**src/hdl/netsrc_map.vh**
```
// constants for the network command source selection block
// assumes a single 200 MHz clock and a synchronous active-low reset
//
// Overview of operation
// - separate operation and speed sources, own parameters
// - run permit taken from terminals only
// - thermal relay taken from terminals only
// - forward run from network or terminals
// - reverse run from network or terminals
// - jog ignored in network, terminals otherwise
// - terminal 4 select ignored or combined
// - self-hold ignored in network, terminals otherwise
// - brake release done from network or terminals
// - ext/net switchover from terminals only
// - combined functions accept either path
// - no-source functions ignore both paths
// - network path parameter picks PU or option link
// - write permit 2 allows writes while running
// - new operation and speed source settings apply only when stopped, the network path at once
// - switchover input enabled by code 67 assignment
// - unassigned switchover: sources follow parameters
// - switchover off forces terminals for both
// - switchover input sampled only while stopped
// - switchover off rejects network reset requests
`ifndef NETSRC_MAP_VH
`define NETSRC_MAP_VH

// -----------------------------------------------------------------
// parameter encodings
// -----------------------------------------------------------------
`define OP_SRC_NET 1'h0
`define OP_SRC_EXT 1'h1
`define SPD_SRC_NET 2'h0
`define SPD_SRC_EXT1 2'h1
`define SPD_SRC_EXT2 2'h2
`define WRITE_PERMIT_RUN 2'h2
`define PATH_PU 1'h0
`define PATH_OPTION 1'h1

// -----------------------------------------------------------------
// input terminal function codes
// -----------------------------------------------------------------
`define FN_AN4_SEL 7'h04
`define FN_JOG 7'h05
`define FN_THERMAL 7'h07
`define FN_RUN_PERMIT 7'h0A
`define FN_BRAKE_DONE 7'h0F
`define FN_SELF_HOLD 7'h19
`define FN_FWD 7'h3C
`define FN_REV 7'h3D
`define FN_FAULT_CLR 7'h3E
`define FN_EXT_NET_SW 7'h42
`define FN_SRC_SWITCH 7'h43
`define FN_WIDTH 7

`endif

```
**src/hdl/source_latch.v**
```verilog
// stopped-only update holder for the selected sources
// assumes stopped is a clean level from the drive sequencer
`timescale 1ns/100ps
module source_latch #(
  parameter WIDTH = 3
) (
  input wire clk,
  input wire nrst,
  input wire stopped,
  input wire [WIDTH-1:0] req,
  input wire [WIDTH-1:0] rst_val,
  output wire [WIDTH-1:0] held
);
  reg [WIDTH-1:0] held_reg;
  reg [WIDTH-1:0] held_next;

  // -----------------------------------------------------------------
  // hold last value while running
  // -----------------------------------------------------------------
  // a running drive must not see its command source change under it
  always @* begin
    held_next = held_reg;
    if (stopped) begin
      held_next = req;
    end
  end

  // reset value arrives via port but is only taken on a clocked edge
  always @(posedge clk) begin
    if (!nrst) begin
      held_reg <= rst_val;
    end else begin
      held_reg <= held_next;
    end
  end

  assign held = held_reg;
endmodule // source_latch

```
**src/hdl/assign_scan.v**
```verilog
// finds whether any input terminal carries a given function code
// assumes assignment codes are packed, one FN_WIDTH field per terminal
`timescale 1ns/100ps
`include "netsrc_map.vh"
module assign_scan #(
  parameter TERMS = 7
) (
  input wire [TERMS*`FN_WIDTH-1:0] assign_codes,
  input wire [`FN_WIDTH-1:0] code,
  input wire [TERMS-1:0] term_level,
  output reg found,
  output reg level
);
  integer i;

  // -----------------------------------------------------------------
  // or-reduce the terminals that carry the code
  // -----------------------------------------------------------------
  always @* begin
    found = 1'b0;
    level = 1'b0;
    for (i = 0; i < TERMS; i = i + 1) begin
      if (assign_codes[i*`FN_WIDTH +: `FN_WIDTH] == code) begin
        found = 1'b1;
        level = level | term_level[i];
      end
    end
  end
endmodule // assign_scan

```
**src/hdl/network_command_source_select.v**
```verilog
// network mode command source selection for one drive
// assumes terminal functions are decoded upstream into per-function levels,
// communication commands arrive from both PU and option links, all synchronous to clk
`timescale 1ns/100ps
`include "netsrc_map.vh"
module network_command_source_select #(
  parameter TERMS = 7
) (
  input wire clk,
  input wire nrst,
  // drive state and parameters
  input wire stopped,
  input wire network_mode,
  input wire [1:0] write_permit_param,
  input wire param_write,
  input wire operation_source_param,
  input wire [1:0] speed_source_param,
  input wire net_operation_path_param,
  input wire pu_operation_path_param,
  input wire [TERMS*`FN_WIDTH-1:0] input_assign_params,
  input wire [TERMS-1:0] term_levels,
  // terminal side function levels
  input wire run_permit_input,
  input wire thermal_relay_input,
  input wire forward_run_input,
  input wire reverse_run_input,
  input wire fault_clear_input,
  input wire jog_select_input,
  input wire analog_in4_select,
  input wire self_hold_input,
  input wire brake_release_done_input,
  input wire ext_net_switch_input,
  // communication side from the PU connector
  input wire pu_forward,
  input wire pu_reverse,
  input wire pu_reset_req,
  input wire pu_an4_select,
  input wire pu_brake_done,
  // communication side from the option
  input wire opt_forward,
  input wire opt_reverse,
  input wire opt_reset_req,
  input wire opt_an4_select,
  input wire opt_brake_done,
  // resolved function outputs
  output reg run_permit,
  output reg thermal_trip,
  output reg forward_run,
  output reg reverse_run,
  output reg fault_clear,
  output reg jog_select,
  output reg an4_select,
  output reg self_hold,
  output reg brake_done,
  output reg ext_net_switch,
  output reg op_from_network,
  output reg speed_from_network,
  output reg write_refused,
  output reg net_reset_refused
);
  // -----------------------------------------------------------------
  // declarations
  // -----------------------------------------------------------------
  wire sw_assigned;
  wire sw_level;
  wire [2:0] held_src;
  wire [2:0] sw_held;
  reg op_param_reg;
  reg op_param_next;
  reg [1:0] spd_param_reg;
  reg [1:0] spd_param_next;
  reg net_path_reg;
  reg net_path_next;
  reg eff_op_net;
  reg eff_spd_net;
  reg c_fwd;
  reg c_rev;
  reg c_rst;
  reg c_an4;
  reg c_brk;
  reg run_permit_next;
  reg thermal_next;
  reg fwd_next;
  reg rev_next;
  reg clr_next;
  reg jog_next;
  reg an4_next;
  reg hold_next;
  reg brk_next;
  reg sw_next;
  reg refused_next;
  reg rst_refused_next;

  // route one function by a source flag
  function route;
    input use_net;
    input term_v;
    input net_v;
    begin
      route = use_net ? net_v : term_v;
    end
  endfunction

  // -----------------------------------------------------------------
  // switchover terminal lookup
  // -----------------------------------------------------------------
  assign_scan #(
    .TERMS(TERMS)
  ) u_scan (
    .assign_codes(input_assign_params),
    .code(`FN_SRC_SWITCH),
    .term_level(term_levels),
    .found(sw_assigned),
    .level(sw_level)
  );

  // -----------------------------------------------------------------
  // parameter shadow copies
  // -----------------------------------------------------------------
  // writes while running only pass with write permit 2
  always @* begin
    op_param_next = op_param_reg;
    spd_param_next = spd_param_reg;
    net_path_next = net_path_reg;
    refused_next = 1'b0;
    if (param_write) begin
      if (stopped || write_permit_param == `WRITE_PERMIT_RUN) begin
        op_param_next = operation_source_param;
        spd_param_next = speed_source_param;
        net_path_next = net_operation_path_param;
      end else begin
        refused_next = 1'b1;
      end
    end
  end

  always @(posedge clk) begin
    if (!nrst) begin
      op_param_reg <= `OP_SRC_NET;
      spd_param_reg <= `SPD_SRC_NET;
      net_path_reg <= `PATH_OPTION;
    end else begin
      op_param_reg <= op_param_next;
      spd_param_reg <= spd_param_next;
      net_path_reg <= net_path_next;
    end
  end

  // -----------------------------------------------------------------
  // stopped-only application
  // -----------------------------------------------------------------
  source_latch #(
    .WIDTH(3)
  ) u_param_hold (
    .clk(clk),
    .nrst(nrst),
    .stopped(stopped),
    .req({op_param_reg, spd_param_reg}),
    .rst_val({`OP_SRC_NET, `SPD_SRC_NET}),
    .held(held_src)
  );

  // bit 2 assigned, bit 1 level, bit 0 unused spare
  source_latch #(
    .WIDTH(3)
  ) u_sw_hold (
    .clk(clk),
    .nrst(nrst),
    .stopped(stopped),
    .req({sw_assigned, sw_level, 1'b0}),
    .rst_val(3'h0),
    .held(sw_held)
  );

  // -----------------------------------------------------------------
  // effective sources
  // -----------------------------------------------------------------
  // outside network mode both the operation and the speed source are forced to the terminals
  always @* begin
    eff_op_net = held_src[2] == `OP_SRC_NET;
    eff_spd_net = held_src[1:0] == `SPD_SRC_NET;
    if (sw_held[2] && !sw_held[1]) begin
      eff_op_net = 1'b0;
      eff_spd_net = 1'b0;
    end
    // switch on: parameters stand as they are
    if (sw_held[2] && sw_held[1]) begin
      eff_op_net = held_src[2] == `OP_SRC_NET;
      eff_spd_net = held_src[1:0] == `SPD_SRC_NET;
    end
    if (!network_mode) begin
      eff_op_net = 1'b0;
      eff_spd_net = 1'b0;
    end
  end

  // -----------------------------------------------------------------
  // communication path choice
  // -----------------------------------------------------------------
  // pu path param is carried for the PU mode decision made elsewhere
  always @* begin
    if (net_path_reg == `PATH_PU) begin
      c_fwd = pu_forward;
      c_rev = pu_reverse;
      c_rst = pu_reset_req;
      c_an4 = pu_an4_select;
      c_brk = pu_brake_done;
    end else begin
      c_fwd = opt_forward;
      c_rev = opt_reverse;
      c_rst = opt_reset_req;
      c_an4 = opt_an4_select;
      c_brk = opt_brake_done;
    end
  end

  // -----------------------------------------------------------------
  // per-function routing
  // -----------------------------------------------------------------
  always @* begin
    run_permit_next = run_permit_input;
    thermal_next = thermal_relay_input;
    fwd_next = route(eff_op_net, forward_run_input, c_fwd);
    rev_next = route(eff_op_net, reverse_run_input, c_rev);
    clr_next = fault_clear_input;
    // no source in network: both paths dropped
    jog_next = eff_op_net ? 1'b0 : jog_select_input;
    hold_next = eff_op_net ? 1'b0 : self_hold_input;
    // combined once speed source is external
    an4_next = eff_spd_net ? 1'b0 : (analog_in4_select | c_an4);
    brk_next = route(eff_op_net, brake_release_done_input, c_brk);
    sw_next = ext_net_switch_input;
    rst_refused_next = network_mode && sw_held[2] && !sw_held[1] && c_rst;
  end

  // -----------------------------------------------------------------
  // registered outputs
  // -----------------------------------------------------------------
  always @(posedge clk) begin
    if (!nrst) begin
      run_permit <= 1'b0;
      thermal_trip <= 1'b0;
      forward_run <= 1'b0;
      reverse_run <= 1'b0;
      fault_clear <= 1'b0;
      jog_select <= 1'b0;
      an4_select <= 1'b0;
      self_hold <= 1'b0;
      brake_done <= 1'b0;
      ext_net_switch <= 1'b0;
      op_from_network <= 1'b0;
      speed_from_network <= 1'b0;
      write_refused <= 1'b0;
      net_reset_refused <= 1'b0;
    end else begin
      run_permit <= run_permit_next;
      thermal_trip <= thermal_next;
      forward_run <= fwd_next;
      reverse_run <= rev_next;
      fault_clear <= clr_next;
      jog_select <= jog_next;
      an4_select <= an4_next;
      self_hold <= hold_next;
      brake_done <= brk_next;
      ext_net_switch <= sw_next;
      op_from_network <= eff_op_net;
      speed_from_network <= eff_spd_net;
      write_refused <= refused_next;
      net_reset_refused <= rst_refused_next;
    end
  end
endmodule // network_command_source_select

```
**config.mk**
```make
export PLATFORM = sky130hd
export DESIGN_NAME = network_command_source_select
export DESIGN_NICKNAME = d
export VERILOG_FILES = /design/src/hdl/source_latch.v /design/src/hdl/assign_scan.v /design/src/hdl/network_command_source_select.v
export VERILOG_INCLUDE_DIRS = /design/src /design/src/hdl
export SDC_FILE = /design/constraint.sdc
export NUM_CORES = 1
export LEC_CHECK = 0
export BUFFER_PORTS_ARGS = -buffer_cell sky130_fd_sc_hd__buf_4
export CAP_MARGIN = 20
export CORE_AREA = 2 2 58 60
export DETAILED_ROUTE_END_ITERATION = 16
export DIE_AREA = 0 0 60 62
export PLACE_DENSITY = 0.74
export SYNTH_ARGS = -nofsm -noshare
export SYNTH_HDL_FRONTEND = slang
export SYNTH_SLANG_ARGS = --single-unit
```
**constraint.sdc**
```tcl
create_clock -name clk -period 1.44 [get_ports clk]
set_input_delay 0.144 -clock clk [delete_from_list [all_inputs] [get_ports clk]]
set_output_delay 0.144 -clock clk [all_outputs]
set_load 0.03 [all_outputs]
```
==> run_results.csv <==
group,metric,value,unit
status,status,"complete, no violations",
power_and_ir_drop,power_density,720.2,nW/µm²
setup_path,cp_slowest_cell,"sky130_fd_sc_hd__and3b_1",
synthesis,synth-warning-count,0,
route,post_route_antenna_net_violation_count,0,
cells_and_area,largest_reg_flops,3,
synthesis,yosysUniqueCellTypes,27,
setup_path,cpPeakStageDelay,360,ps
cells_and_area,n_fill_cell,271,
synthesis,number_of_flops_mapped_to_enable_cells_by_yosys,0,
grt,grt_antenna_before_repair,0,
synthesis,netlist.area_leader.share,0.4428,
placed_design,placement.io_buffers,100,
placed_design,place_area,1844,µm²
timing,timing.final.ws_setup,273.0,ps
grt,first_global_vias,1192,
cells_and_area,stdcell_area,1872,µm²
timing,skew,2.089,ps
cells_and_area,areaGrowthSynthToFinish,80.02,%
synthesis,synth_seq_area_share,0.4428,
route,avgViaCountPerCell,4.694,
setup_path,path_class,"flop to flop",
setup_path,critPathCaptureType,"flop",
floorplanning,core_area,3179,µm²
timing,worst_slew_margin_relative_to_its_limit,0.7847,
synthesis,syn_nets,193,
worst_hold_path,hold_path_class,"input pin to flop",
route,mean_routed_wirelength_per_cell,11.83,µm
timing,report.final.slew_viol_count,0,
setup_path,critPathTopFamily,"simple AND/OR/NAND/NOR gates",
timing,timing.final.crit_period,1167,ps
synthesis,netlist_area,1040,µm²
floorplanning,starting_utilization_of_the_core_area,0.3270,
setup_path,timing.critical_path.buf_inv,0,
timing,hold_viol,0,
placed_design,globalplace.congestion,0.7115,
cts,clock_tree.root_cell,"sky130_fd_sc_hd__clkbuf_4",
cts,post_cts_resized,0,
synthesis,postSynthAreaPerCell,9.902,µm²
route,dr_total_vias,1183,
power_and_ir_drop,max-vdd-ir-drop,285.5,µV
timing,period_utilization,0.8104,
route,remaining_drc_errors,0,
cts,worst_skew_pair.late_latency,310,ps
synthesis,postSynthCellCount,105,
floorplanning,chipHeight,62,µm
timing,worst_pin_slew,320.5,ps
synthesis,synth_ff_type,"sky130_fd_sc_hd__dfxtp_1",
cts,tritoncts_clock_tree,"built",
synthesis,synth_seq_cells,23,
power_and_ir_drop,design_power_total,0.001348,W
cells_and_area,multi_input_comb_area,556.8,µm²
cts,cts.hold.buffers_added,0,
placed_design,place_worst_setup_slack,-40.15,ps
flow_run,maxCapViolCount,0,
power_and_ir_drop,power.leakage,0.9523,nW
grt,grt_first_pass_wirelength,4526,µm
cts,cts-root-to-sink-buffers,2,
synthesis,yosys.cell_count.top_type,"sky130_fd_sc_hd__dfxtp_1",
floorplanning,ioPinCount,102,
cells_and_area,nets,295,
setup_path,timing.critical_path.cells,"nand2b_1, and3b_1, nand2_1, o211a_1",
cts,clkSinkCount,23,
cts,cts_htree_levels,1,
route,number_of_drc_violations_after_detailed_routing_iteration_0,37,
cts,cts_buffer_count,3,
setup_path,worst_ep_arrival_time,1380,ps
setup_path,worstPathMaxFanout,9,
placed_design,post-dp-hpwl,2577,µm
cts,post_cts.repair.setup_buffers,0,
setup_path,worstSetupStartpointType,"flop",
cells_and_area,antennaDiodeCount,0,
synthesis,synth_area_leaders,"sky130_fd_sc_hd__dfxtp_1 44%, sky130_fd_sc_hd__mux2i_1 11%, sky130_fd_sc_hd__or4b_1 4.8%",
timing,rsz_0062_raised_after_global_routing,"false",
grt,final_global_route_overflow_total,0,
floorplanning,dieWidth,60,µm
route,length_of_the_first_detailed_routing_pass_in_iterations,4,
timing,fin_tns_setup,0,ps
grt,grt_max_degree,24,
grt,global_route_usage_sum,0.1599,
cells_and_area,area.sequential,460.4,µm²
synthesis,yosysTopAreaCell,"sky130_fd_sc_hd__dfxtp_1",
cells_and_area,drive_gt1_frac,0.5291,
timing,max_freq,856.9,MHz
cts,cts.clk_slew.worst_paths,120,ps
setup_path,worst-endpoint-required,1650,ps
floorplanning,design.die.area,3720,µm²
floorplanning,floorplan.rows,21,
synthesis,synth_common_cells,"23 x sky130_fd_sc_hd__dfxtp_1, 13 x sky130_fd_sc_hd__nand2_1, 11 x sky130_fd_sc_hd__mux2i_1",
synthesis,synthArstFlopShare,0,
timing,setup_viol,0,
route,finalWirelength,2980,µm
## cells by family (layout without fill, tap and decap cells)
kind of cell    after synthesis  count (layout)  share of synthesized area
compound gates               14              14                     0.1059
buf+inv                       6             107                    0.02166
flops                        23              23                     0.4428
mux                          12              12                     0.1167
simple gates                 50              50                     0.3129
## routing by layer
layer	vias to the layer above	GRT usage	share of wire
met2	83	0.3354	0.54
met4	0	0.06032	0.0097
met5	-	0	0
li1	584	-	-
met1	512	0.1456	0.35
met3	4	0.03727	0.11
## final cells by class
| class | instances | area share |
|---|---|---|
| inverters | 1 | 0.002005 |
| well taps | 46 | 0.03075 |
| clock buffers | 3 | 0.01203 |
| repair buffers | 102 | 0.4091 |
| clock inverters | 1 | 0.002674 |
| flip-flops and latches | 23 | 0.2460 |
| multi-input cells | 76 | 0.2975 |
## per-stage QoR
stage,hold slack [ps],utilization,std cells
floorplan,262.3,-,105
global placement,356.9,0.5801,248
detailed placement,357.1,0.5801,248
CTS,28.06,0.5887,252
global route,18.18,0.5887,252
finish,34.59,0.5887,252
## worst register-to-register path, delay by kind of cell (launching register included)
kind | cells | cell delay (ps)
and+or+nand+nor | 3 | 610
DFF | 1 | 340
AOI/OAI and AO/OA | 1 | 140
## where the power goes
| part | total, W | switching (W) | leakage (nW) | internal, W |
|---|---|---|---|---|
| clock | 0.000291 | 0.000187 | 0.0177 | 0.000104 |
| sequential | 0.000686 | 0.0000151 | 0.190 | 0.000671 |
| combinational | 0.000371 | 0.000141 | 0.745 | 0.000230 |
## worst paths after layout
| path | from | slack (ps) | end | cells after the start |
|---|---|---|---|---|
| setup reg to reg | u_sw_hold.held[1] | 270 | reverse_run | 4 |
| hold reg to reg | u_param_hold.held[0] | 460 | speed_from_network | 1 |
| setup / recovery | u_sw_hold.held[1] | 270 | reverse_run | 4 |
| hold / removal | ext_net_switch_input | 30 | ext_net_switch | 2 |
## cell usage in the layout, fill, tap and decap left out
cell | netlist | routed
sky130_fd_sc_hd__nand2_1 | 13 | 13
sky130_fd_sc_hd__nor4b_1 | 1 | 1
sky130_fd_sc_hd__a221oi_1 | 1 | 1
sky130_fd_sc_hd__o211a_1 | 3 | 3
sky130_fd_sc_hd__nand2b_1 | 1 | 1
sky130_fd_sc_hd__nor4b_4 | 1 | 1
sky130_fd_sc_hd__and4b_1 | 1 | 1
sky130_fd_sc_hd__and3b_1 | 3 | 3
sky130_fd_sc_hd__nor2b_1 | 7 | 7
sky130_fd_sc_hd__mux2_1 | 1 | 1
sky130_fd_sc_hd__or4b_1 | 5 | 5
sky130_fd_sc_hd__nor2_1 | 2 | 2
sky130_fd_sc_hd__o41ai_2 | 1 | 1
sky130_fd_sc_hd__a22oi_1 | 2 | 2
sky130_fd_sc_hd__dfxtp_1 | 23 | 23
sky130_fd_sc_hd__o21ai_0 | 2 | 2
sky130_fd_sc_hd__nand4b_1 | 1 | 1
sky130_fd_sc_hd__or4b_4 | 1 | 1
sky130_fd_sc_hd__mux2i_1 | 11 | 11
sky130_fd_sc_hd__a31oi_1 | 2 | 2
sky130_fd_sc_hd__o31ai_1 | 1 | 1
sky130_fd_sc_hd__and2_1 | 5 | 5
sky130_fd_sc_hd__o21ai_1 | 2 | 2
sky130_fd_sc_hd__clkbuf_4 | 0 | 3
sky130_fd_sc_hd__nor3_1 | 8 | 8
sky130_fd_sc_hd__nor4_1 | 1 | 1
sky130_fd_sc_hd__clkinv_2 | 0 | 1
sky130_fd_sc_hd__inv_1 | 1 | 1
sky130_fd_sc_hd__buf_4 | 0 | 102
Power figures use the tool's default switching activity.
